===== config.mk =====
export PLATFORM = sky130hd
export DESIGN_NAME = jcp_top
export DESIGN_NICKNAME = d
export VERILOG_FILES = /design/src/common/jcp_pkg.sv /design/src/design/jcp_top.sv /design/src/design/jcp_tap_fsm.sv
export VERILOG_INCLUDE_DIRS = /design/src /design/src/common
export SDC_FILE = /design/constraint.sdc
export NUM_CORES = 1
export LEC_CHECK = 0
export ABC_AREA = 1
export CAP_MARGIN = 25
export CORE_MARGIN = 2
export CORE_UTILIZATION = 52
export DETAILED_ROUTE_END_ITERATION = 10
export DONT_BUFFER_PORTS = 1
export GPL_TIMING_DRIVEN = 0
export PLACE_DENSITY_LB_ADDON = 0.3
export RECOVER_POWER = 50
export SYNTH_ARGS = -nofsm -noshare
export SYNTH_HDL_FRONTEND = slang
export SYNTH_SLANG_ARGS = --single-unit

===== constraint.sdc =====
create_clock -name MCLK -period 1.6 [get_ports MCLK]
set_input_delay 0.24 -clock MCLK [delete_from_list [all_inputs] [get_ports MCLK]]
set_output_delay 0.24 -clock MCLK [all_outputs]
set_load 0.005 [all_outputs]

===== src/common/jcp_cfg.svh =====
`ifndef JCP_CFG_SVH
`define JCP_CFG_SVH

`define JCP_IR_W          4
`define JCP_IR_CAPTURE    4'h1
`define JCP_OP_EXTEST     4'h0
`define JCP_OP_SAMPLE     4'h5
`define JCP_OP_IDCODE     4'h6
`define JCP_OP_PROGRAM    4'h2
`define JCP_OP_STARTUP    4'h3
`define JCP_OP_CHECK      4'h4
`define JCP_OP_CONFIG_IO  4'hD
`define JCP_OP_DISENGAGE  4'hB
`define JCP_OP_ENGAGE     4'hC
`define JCP_OP_BYPASS     4'hF
`define JCP_IDCODE_VALUE  32'h1234_5679
`define JCP_BSR_W         8
`define JCP_INIT_CYCLES   12'hC6C
`define JCP_CFG_BITS      16'h0100

`endif


===== src/common/jcp_pkg.sv =====
package jcp_pkg;
	typedef enum logic [15:0] {
		TLR   = 16'h0001, RTI   = 16'h0002, SDRS  = 16'h0004, CDR   = 16'h0008,
		SDR   = 16'h0010, E1DR  = 16'h0020, PDR   = 16'h0040, E2DR  = 16'h0080,
		UDR   = 16'h0100, SIRS  = 16'h0200, CIR   = 16'h0400, SIR   = 16'h0800,
		E1IR  = 16'h1000, PIR   = 16'h2000, E2IR  = 16'h4000, UIR   = 16'h8000
	} jcp_state_t;
endpackage


===== src/design/jcp_top.sv =====
`timescale 1ns/100ps
`include "jcp_cfg.svh"
module jcp_top (
	input  wire logic                MCLK,
	input  wire logic                ARST_N,
	input  wire logic                TCK,
	input  wire logic                TMS,
	input  wire logic                TDI,
	output logic                     TDO,
	output logic                     TDO_OE,
	input  wire logic                CHIP_SELECT_LOW,
	input  wire logic [`JCP_BSR_W-1:0] PIN_IN,
	input  wire logic                PS_LOAD_ACTIVE,
	output logic                     PS_ABORT,
	output logic                     ACTIVE_IDLE,
	output logic                     USER_IO_HIZ,
	output logic                     CONFIG_STATUS_LOW,
	output logic                     LOAD_COMPLETE_FLAG,
	output logic                     USER_MODE
);
	import jcp_pkg::*;

	logic [2:0] tck_s;
	logic [1:0] tms_s;
	logic [1:0] tdi_s;
	logic [1:0] ce_s;
	logic [1:0] ps_s;
	logic       rise;
	logic       fall;
	jcp_state_t state;
	logic [`JCP_IR_W-1:0] ir_sh;
	logic [`JCP_IR_W-1:0] ir;
	logic       bypass_bit;
	logic [31:0] dr_sh;
	logic [1:0][`JCP_BSR_W-1:0] pin_s;
	logic [15:0] cfg_count;
	logic       loaded;
	logic [11:0] init_count;
	logic       done;
	logic       disengaged;
	logic       io_prog;
	logic       programming;
	logic       tdo_bit;
	logic       shifting;

	// Two stages per pin before use; a third stage on the clock finds edges
	always_ff @(posedge MCLK or negedge ARST_N) begin
		if (!ARST_N) begin
			tck_s <= 3'h0;
			tms_s <= 2'h3;
			tdi_s <= 2'h3;
			ce_s  <= 2'h3;
			ps_s  <= 2'h0;
			pin_s <= '0;
		end else begin
			tck_s <= {tck_s[1:0], TCK};
			tms_s <= {tms_s[0], TMS};
			tdi_s <= {tdi_s[0], TDI};
			ce_s  <= {ce_s[0], CHIP_SELECT_LOW};
			ps_s  <= {ps_s[0], PS_LOAD_ACTIVE};
			pin_s <= {pin_s[0], PIN_IN};
		end
	end

	assign rise = tck_s[1] & ~tck_s[2];
	assign fall = ~tck_s[1] & tck_s[2];

	jcp_tap_fsm u_fsm (
		.clk    (MCLK),
		.arst_n (ARST_N),
		.step   (rise),
		.mode   (tms_s[1]),
		.state  (state)
	);

	// Instruction register; reset selects identify as the standard requires
	always_ff @(posedge MCLK or negedge ARST_N) begin
		if (!ARST_N) begin
			ir_sh <= `JCP_IR_CAPTURE;
			ir    <= `JCP_OP_IDCODE;
		end else if (rise) begin
			unique case (state)
				TLR:     ir <= `JCP_OP_IDCODE;
				CIR:     ir_sh <= `JCP_IR_CAPTURE;
				SIR:     ir_sh <= {tdi_s[1], ir_sh[`JCP_IR_W-1:1]};
				UIR:     ir <= ir_sh;
				default: ir_sh <= ir_sh;
			endcase
		end
	end

	// Data registers: bypass, identify, sample, check and program shift
	always_ff @(posedge MCLK or negedge ARST_N) begin
		if (!ARST_N) begin
			bypass_bit <= 1'b0;
			dr_sh      <= 32'h0;
		end else if (rise) begin
			if (state == CDR) begin
				bypass_bit <= 1'b0;
				unique case (ir)
					`JCP_OP_IDCODE:  dr_sh <= `JCP_IDCODE_VALUE;
					`JCP_OP_SAMPLE,
					`JCP_OP_EXTEST:  dr_sh <= {24'h0, pin_s[1]};
					`JCP_OP_CHECK:   dr_sh <= {31'h0, done};
					default:         dr_sh <= dr_sh;
				endcase
			end else if (state == SDR) begin
				bypass_bit <= tdi_s[1];
				dr_sh      <= {tdi_s[1], dr_sh[31:1]};
			end
		end
	end

	// Program bits are counted only while this opcode is the current one
	assign programming = (ir == `JCP_OP_PROGRAM);

	// Bitstream count, then initialization clocks run in the idle state
	always_ff @(posedge MCLK or negedge ARST_N) begin
		if (!ARST_N) begin
			cfg_count  <= 16'h0;
			loaded     <= 1'b0;
			init_count <= 12'h0;
			done       <= 1'b0;
		end else if (rise) begin
			if (state == SDR && programming && !ce_s[1] && !loaded) begin
				cfg_count <= cfg_count + 16'h1;
				loaded    <= (cfg_count == `JCP_CFG_BITS - 16'h1);
				done      <= 1'b0;
			end else if (loaded && !done && ir == `JCP_OP_STARTUP && state == RTI) begin
				init_count <= init_count + 12'h1;
				done       <= (init_count == `JCP_INIT_CYCLES - 12'h1);
			end
			if (state == UIR && ir_sh == `JCP_OP_PROGRAM) begin
				cfg_count  <= 16'h0;
				loaded     <= 1'b0;
				init_count <= 12'h0;
				done       <= 1'b0;
			end
		end
	end

	// Release and I/O-reprogram modes, changed only at instruction update
	always_ff @(posedge MCLK or negedge ARST_N) begin
		if (!ARST_N) begin
			disengaged <= 1'b0;
			io_prog    <= 1'b0;
		end else if (rise && state == UIR) begin
			if (ir_sh == `JCP_OP_DISENGAGE) begin
				disengaged <= 1'b1;
			end else if (ir_sh == `JCP_OP_ENGAGE) begin
				disengaged <= 1'b0;
				io_prog    <= 1'b0;
			end else if (ir_sh == `JCP_OP_CONFIG_IO && disengaged) begin
				io_prog <= 1'b1;
			end
		end
	end

	always_comb begin
		shifting = (state == SDR) || (state == SIR);
		if (state == SIR) begin
			tdo_bit = ir_sh[0];
		end else if (ir == `JCP_OP_BYPASS) begin
			tdo_bit = bypass_bit;
		end else begin
			tdo_bit = dr_sh[0];
		end
	end

	// Output pin updates on falling edges only
	always_ff @(posedge MCLK or negedge ARST_N) begin
		if (!ARST_N) begin
			TDO    <= 1'b0;
			TDO_OE <= 1'b0;
		end else if (fall) begin
			TDO    <= tdo_bit;
			TDO_OE <= shifting;
		end
	end

	// Configuration-side outputs; sample and bypass leave them untouched
	always_ff @(posedge MCLK or negedge ARST_N) begin
		if (!ARST_N) begin
			PS_ABORT           <= 1'b0;
			ACTIVE_IDLE        <= 1'b0;
			USER_IO_HIZ        <= 1'b0;
			CONFIG_STATUS_LOW  <= 1'b0;
			LOAD_COMPLETE_FLAG <= 1'b0;
			USER_MODE          <= 1'b0;
		end else begin
			PS_ABORT           <= programming && ps_s[1];
			ACTIVE_IDLE        <= disengaged || programming;
			USER_IO_HIZ        <= programming || (loaded && !done);
			CONFIG_STATUS_LOW  <= 1'b0;
			LOAD_COMPLETE_FLAG <= done;
			USER_MODE          <= done && !io_prog;
		end
	end
endmodule


===== src/design/jcp_tap_fsm.sv =====
`timescale 1ns/100ps
module jcp_tap_fsm (
	input  wire logic                clk,
	input  wire logic                arst_n,
	input  wire logic                step,
	input  wire logic                mode,
	output jcp_pkg::jcp_state_t      state
);
	import jcp_pkg::*;
	jcp_state_t next_state;

	always_comb begin
		unique case (state)
			TLR:  next_state = mode ? TLR  : RTI;
			RTI:  next_state = mode ? SDRS : RTI;
			SDRS: next_state = mode ? SIRS : CDR;
			CDR:  next_state = mode ? E1DR : SDR;
			SDR:  next_state = mode ? E1DR : SDR;
			E1DR: next_state = mode ? UDR  : PDR;
			PDR:  next_state = mode ? E2DR : PDR;
			E2DR: next_state = mode ? UDR  : SDR;
			UDR:  next_state = mode ? SDRS : RTI;
			SIRS: next_state = mode ? TLR  : CIR;
			CIR:  next_state = mode ? E1IR : SIR;
			SIR:  next_state = mode ? E1IR : SIR;
			E1IR: next_state = mode ? UIR  : PIR;
			PIR:  next_state = mode ? E2IR : PIR;
			E2IR: next_state = mode ? UIR  : SIR;
			UIR:  next_state = mode ? SDRS : RTI;
			default: next_state = TLR;
		endcase
	end

	// Advances only on a sampled rising test-clock edge
	always_ff @(posedge clk or negedge arst_n) begin
		if (!arst_n) begin
			state <= TLR;
		end else if (step) begin
			state <= next_state;
		end
	end
endmodule


Yosys cells after proc, flatten, opt, wreduce, memory -nomap -nowiden
Index checks and enable logic that the tools add are counted.
Widths: inputs -> output; s select.

word-level totals
  flip-flop bits (word level) = 123
  bits of input ports = 15
  output and inout port bits = 8
  word-level logic and storage cells = 138

cells by class
  add/subtract/negate cells = 2
  equal/unequal tests = 30
  mux-type cells = 36
  bitwise operators = 5
  reductions and logical operators = 40

operator list
  operator               count
  $pmux 16 s12           1
  $pmux 32 s3            1
  $mux 16                4
  $mux 32                2
  $mux 12                3
  $eq 16x8->1 const B    2
  $mux 9                 2
  $add 16x1->16 const B  1
  $eq 16x1->1 const B    1
  $eq 16x10->1 const B   1
  $eq 16x11->1 const B   1
  $eq 16x12->1 const B   1
  $eq 16x13->1 const B   1
  $eq 16x14->1 const B   1
  $eq 16x15->1 const B   1
  $eq 16x16->1 const B   1
  $eq 16x2->1 const B    1
  $eq 16x3->1 const B    1
  $eq 16x4->1 const B    1
  $eq 16x5->1 const B    1
  $eq 16x6->1 const B    1
  $eq 16x7->1 const B    1
  $eq 16x9->1 const B    1
  $eq 4x4->1 const B     4
  28 further kinds       78

Longest topological paths before layout
  depth in word-level cells = 7
  mapped depth = 11
  gate-level depth less buffers = 9

Cells and area by module
A second synthesis with hierarchy kept.

unflattened totals
  cell total of the unflattened synthesis = 747
  area, all modules = 6128.4 µm²

modules (own cells, without submodules)
  module       times used  cells each  area each (µm²)  seq. area each (µm²)
  jcp_top      1           601         5129.9           2688.8
  jcp_tap_fsm  1           146         998.5            401.6

Least setup slack after synthesis
No wires, ideal clock.

  path kind = register -> register
  start = reg u_fsm.state[9]
  end = reg cfg_count[2]
  setup time = 118 ps
  arrival = 1496 ps
  data required time = 1482 ps
  path slack = -14 ps
  stages on the path, launching flop included = 10
  buffers on the path = 1
  period minus slack after synthesis = 1614 ps
  path through = dfrtp_1 -> nor2_2 -> nand2_4 -> nor2_4 -> nand3_1 -> o21ai_2 -> nand2_4 -> buf_6 -> nand2_1 -> o21ai_2

between the ends
  word-level cells in the longest chain between the ends = 6
  elaborated cells on any way between the ends = 9
  those cells by class = eq/ne (2); mux (1); reduce/logical (6)

RTL lines
  what                             RTL line           source
  from (decl)                      jcp_tap_fsm.sv:7   output jcp_pkg::jcp_state_t state
  from (signal assigned)           jcp_tap_fsm.sv:39  state <= next_state;
  $eq 16x5->1                      jcp_top.sv:125     if (state == SDR && programming && !ce_s[1] && !loaded) begin
  $logic_and 1x1->1 (3 in series)  jcp_top.sv:125
  $reduce_bool 2->1 (no line)      --
  $reduce_and 2->1 (no line)       --
  to (signal assigned)             jcp_top.sv:126     cfg_count <= cfg_count + 16'h1;
  to (decl)                        jcp_top.sv:36      logic [15:0] cfg_count;

Parallel ways exist; a longest one is shown, timed or not.
A chain may end at the register's enable or synchronous reset.

Final worst setup path
  start = reg done
  end = reg init_count[3]

between the ends
  word-level cells in the longest chain between the ends = 6

RTL lines
  what                         RTL line        source
  from (decl)                  jcp_top.sv:39   logic done;
  from (signal assigned)       jcp_top.sv:131  done <= (init_count == `JCP_INIT_CYCLES - 12'h1);
  $logic_not 1->1              jcp_top.sv:129  end else if (loaded && !done && ir == `JCP_OP_STARTUP && state == RTI) begin
  $logic_and 1x1->1            jcp_top.sv:129
  $logic_and 1x1->1 (no line)  --
  $logic_and 1x1->1            jcp_top.sv:129
  $reduce_bool 2->1 (no line)  --
  $reduce_and 3->1 (no line)   --
  to (signal assigned)         jcp_top.sv:130  init_count <= init_count + 12'h1;
  to (decl)                    jcp_top.sv:38   logic [11:0] init_count;

Every way passes these cells.

==> results.py <==
metrics = {
    "run_status": {
        "outcome": "finished, violations left",
        "failed_checks": "hold timing, setup timing",
    },
    "floorplanning": {
        "placementRows": 39,
        "die_w_um": 111.2,
        "initial_core_util": 0.5283,
        "floorplan.core_area_um2": 11320,
        "area_enclosed_by_the_die_boundary_um2": 12380,
        "top_level_ports": 23,
        "fp.dieH_um": 111.2,
    },
    "timing": {
        "hold_worst_slack_ns": -0.4847,
        "report.final.slew_viol_count": 0,
        "timing.clock.skew_ns": 0.007677,
        "timing.final.ws_setup_ns": -0.2379,
        "max_freq_mhz": 544.1,
        "setup_total_negative_slack_ns": -11.56,
        "finalHoldViolCount": 123,
        "rsz_0062_raised_after_global_routing": "true",
        "period_needed_ns": 1.838,
        "layout_worst_path_cycle_share": 1.149,
        "finalSetupViolCount": 74,
    },
    "yosys": {
        "synth.ff_latch_count": 123,
        "synth.lib_cells_used.distinct": 44,
        "syn_area_per_cell_um2": 8.412,
        "synth_enable_flop_cells": 0,
        "synth_flop_cell": "sky130_fd_sc_hd__dfrtp_1",
        "synth_nets": 728,
        "synth.cell_area_um2": 5981,
        "number_of_standard_cells_after_synthesis": 711,
        "synthArstFlopShare": 1.000,
        "fraction_of_the_yosys_area_taken_by_sequential_cells": 0.5167,
        "yosys_warnings": 0,
    },
    "worst_hold_path": {
        "timing.hold.worst.class": "in -> async",
    },
    "clock_tree": {
        "clockBufferDepth": 2,
        "cts_root_buffer": "sky130_fd_sc_hd__clkbuf_16",
        "tritoncts": "built",
        "path_clk_slew_ns": 0.06,
        "htreeDepth": 4,
        "numClockSinks": 123,
        "numCtsBuffers": 17,
        "ctsHoldBuffers": 13,
        "worst_skew_pair.late_latency_ns": 0.42,
    },
    "critical_path": {
        "critical_path.cell_chain": "inv_1 -> nand2_1 -> nor3_1 -> nand3_1 -> nor3_4 -> inv_2 -> nand2_4 -> buf_8 -> nand3_2 -> nand2_1",
        "worst_setup_path_start_kind": "register",
        "r2r-start": "done",
        "worstPathMaxFanout": 5,
        "cp_slowest_stage_delay_ns": 0.44,
        "setup.worst_path.start": "done",
        "end_kind": "register",
        "timing.setup.critical_path_class": "reg -> reg",
        "cp_slowest_cell": "sky130_fd_sc_hd__dfrtp_1",
        "critical_path.most_common_cell": "sky130_fd_sc_hd__nand2_1",
        "cp.arrival_ns": 2.19,
        "setup.reg_to_reg.worst_slack_ns": -0.24,
        "worst_ep_required_time_ns": 1.95,
    },
    "routing": {
        "routed_via_density": 5.513,
        "wl_per_cell_um": 15.65,
        "post-route-drc-count": 0,
        "drt_pass1_iterations": 5,
        "drtIter0Drc": 509,
        "detailroute.via_count": 5204,
        "post_route_ant_nets": 0,
        "total_routed_length_um": 14770,
    },
    "placement": {
        "dp_hpwl_um": 8453,
        "io_buffer_count": 0,
        "dpl_worst_slack_ns": -0.3603,
        "post_dp_cell_area_um2": 6180,
        "finalWeightedCongestion": 0.8596,
    },
    "final_layout": {
        "area_growth_syn_to_layout_pct": 31.28,
        "layout.nets": 805,
        "finished_core_util": 0.6935,
        "design_area_um2": 7851,
        "share_of_post_route_cells_with_drive_strength_above_1": 0.2984,
        "num_antenna_cells": 0,
    },
    "power_and_ir_drop": {
        "ir_drop_uv": 1351,
        "power_after_layout_mw": 8.244,
        "power.static_leakage_nw": 3.668,
        "power_per_cell_area_nw_per_um2": 1050,
    },
    "global_routing": {
        "grt_antenna_before_repair": 0,
        "number_of_global_route_vias_before_repair": 5053,
        "grt_max_degree": 124,
        "groute.usage.overall": 0.2304,
        "grt.overflow.total": 0,
        "global_route_wire_length_before_repair_um": 23200,
    },
    "run": {
        "max-cap-violations": 0,
    },
}
-- cells by family after synthesis --
family                     share of synthesized area
and+or+nand+nor                               0.2856
DFF                                           0.5167
AOI/OAI and AO/OA                            0.09435
buffers and inverters                        0.07364
xor gates and xnor gates                     0.02490
adders and majority gates                   0.004183
other                                      0.0006270
-- worst max-delay path: cells and delay by family (launching register included) --
kind | cells | cell delay, ns
AND/OR/NAND/NOR | 7 | 0.99
flip-flops | 1 | 0.44
buffers and inverters | 3 | 0.36
-- final cells by class --
class | count | area (µm²)
fillers | 792 | 3470
flip-flops and latches | 123 | 3092
multi-input cells | 494 | 2892
repair buffers | 58 | 571.8
clock buffers | 20 | 446.7
inverters | 73 | 279.0
plain buffers | 21 | 206.4
clock inverters | 12 | 185.2
well taps | 143 | 178.9
-- through the flow --
stage          hold slack, ns  cells
3_5_place_dp         -0.05172    854
6_report              -0.4847    944
5_1_grt               -0.4966    944
3_3_place_gp         -0.05163    854
2_1_floorplan        -0.05559    711
4_1_cts               -0.4899    925
-- cells in the mapped netlist (2+ instances only) --
master / number / area, µm²
sky130_fd_sc_hd__nand3_1: 59 / 295.3
sky130_fd_sc_hd__dfstp_2: 10 / 262.8
sky130_fd_sc_hd__nor3_1: 7 / 35.03
sky130_fd_sc_hd__o21ai_2: 8 / 70.07
sky130_fd_sc_hd__nand4_1: 9 / 56.30
sky130_fd_sc_hd__xnor2_1: 3 / 26.28
sky130_fd_sc_hd__nor2_2: 11 / 68.82
sky130_fd_sc_hd__clkbuf_1: 4 / 15.01
sky130_fd_sc_hd__o22ai_1: 9 / 56.30
sky130_fd_sc_hd__nand2_1: 204 / 765.7
sky130_fd_sc_hd__or2_2: 10 / 62.56
sky130_fd_sc_hd__nand3b_1: 3 / 22.52
sky130_fd_sc_hd__nor4_1: 4 / 25.02
sky130_fd_sc_hd__buf_6: 8 / 90.09
sky130_fd_sc_hd__inv_2: 6 / 22.52
sky130_fd_sc_hd__nor2_4: 3 / 33.78
sky130_fd_sc_hd__a31oi_1: 2 / 12.51
sky130_fd_sc_hd__dfrtp_1: 113 / 2828
sky130_fd_sc_hd__a21oi_1: 8 / 40.04
sky130_fd_sc_hd__buf_4: 3 / 22.52
sky130_fd_sc_hd__nand2_4: 4 / 45.04
sky130_fd_sc_hd__o21ai_0: 24 / 120.1
sky130_fd_sc_hd__nand2_2: 3 / 18.77
sky130_fd_sc_hd__o21ai_1: 39 / 195.2
sky130_fd_sc_hd__buf_2: 4 / 20.02
sky130_fd_sc_hd__a22oi_1: 3 / 22.52
sky130_fd_sc_hd__o211ai_1: 2 / 15.01
sky130_fd_sc_hd__ha_1: 2 / 25.02
sky130_fd_sc_hd__inv_1: 67 / 251.5
sky130_fd_sc_hd__xor2_1: 14 / 122.6
sky130_fd_sc_hd__nor2_1: 50 / 187.7
sky130_fd_sc_hd__nand3_2: 3 / 30.03
-- report_power, final --
| group | switching (mW) | internal, mW | leakage (nW) |
|---|---|---|---|
| clock | 1.45 | 2.67 | 0.306 |
| sequential | 0.0735 | 3.22 | 1.63 |
| combinational | 0.503 | 0.335 | 1.73 |
| total | 2.02 | 6.22 | 3.67 |
-- state kept, by name, summed over array words and instances (netlist names), 3 cells and up --
name,cells
u_fsm.state,16
cfg_count,16
dr_sh,32
ir_sh,4
tck_s,3
init_count,12
ir,4
pin_s,16
-- path summary, 6_finish.rpt --
kind	to	cells past startpoint
min in group MCLK	pin_s[11]	0
worst max-delay path	init_count[3]	10
worst min-delay path	init_count[7]	0
worst min register to register	pin_s[11]	0
worst max register to register	init_count[3]	10
max in group asynchronous	tdi_s[1]	0
-- routing by layer --
metal  track usage  vias to the layer above  share of wire
li1              -                     2456              -
met1        0.2902                     2556           0.43
met2        0.3846                      158           0.50
met3       0.05194                       34          0.049
met4       0.09630                        0          0.023
met5             0                        -              0
-- cells in the final DEF (no fill, tap or decap), types with 4 or more instances in the layout --
master and n:
sky130_fd_sc_hd__o21ai_0 21, sky130_fd_sc_hd__o22ai_1 8, sky130_fd_sc_hd__xor2_1 14, sky130_fd_sc_hd__nand3_1 49, sky130_fd_sc_hd__inv_1 66, sky130_fd_sc_hd__nand2_2 25, sky130_fd_sc_hd__nor2_1 41, sky130_fd_sc_hd__dlygate4sd3_1 13
sky130_fd_sc_hd__o21ai_2 25, sky130_fd_sc_hd__nand4_1 9, sky130_fd_sc_hd__dfstp_2 10, sky130_fd_sc_hd__or2_2 10, sky130_fd_sc_hd__nor2_4 14, sky130_fd_sc_hd__buf_6 13, sky130_fd_sc_hd__nand2_1 171, sky130_fd_sc_hd__nor3_1 7
sky130_fd_sc_hd__bufinv_16 4, sky130_fd_sc_hd__nor2_2 9, sky130_fd_sc_hd__buf_8 5, sky130_fd_sc_hd__nand3_2 11, sky130_fd_sc_hd__nand2_4 15, sky130_fd_sc_hd__clkbuf_16 21, sky130_fd_sc_hd__o21ai_1 22, sky130_fd_sc_hd__a21oi_1 4
sky130_fd_sc_hd__dfrtp_1 112, sky130_fd_sc_hd__buf_4 37, sky130_fd_sc_hd__inv_2 5, sky130_fd_sc_hd__buf_2 4
-- what timing repair did --
| action | 4_1_cts | 5_1_grt |
|---|---|---|
| gates resized for setup | 30 | 112 |
| setup endpoints to repair | 83 | 89 |
| pin swaps | 17 | 22 |
| endpoints found under the hold margin | 136 | 123 |
| setup buffers | 26 | 15 |
| gates cloned | 0 | 5 |
No activity file was read; power rests on OpenSTA's default activity.
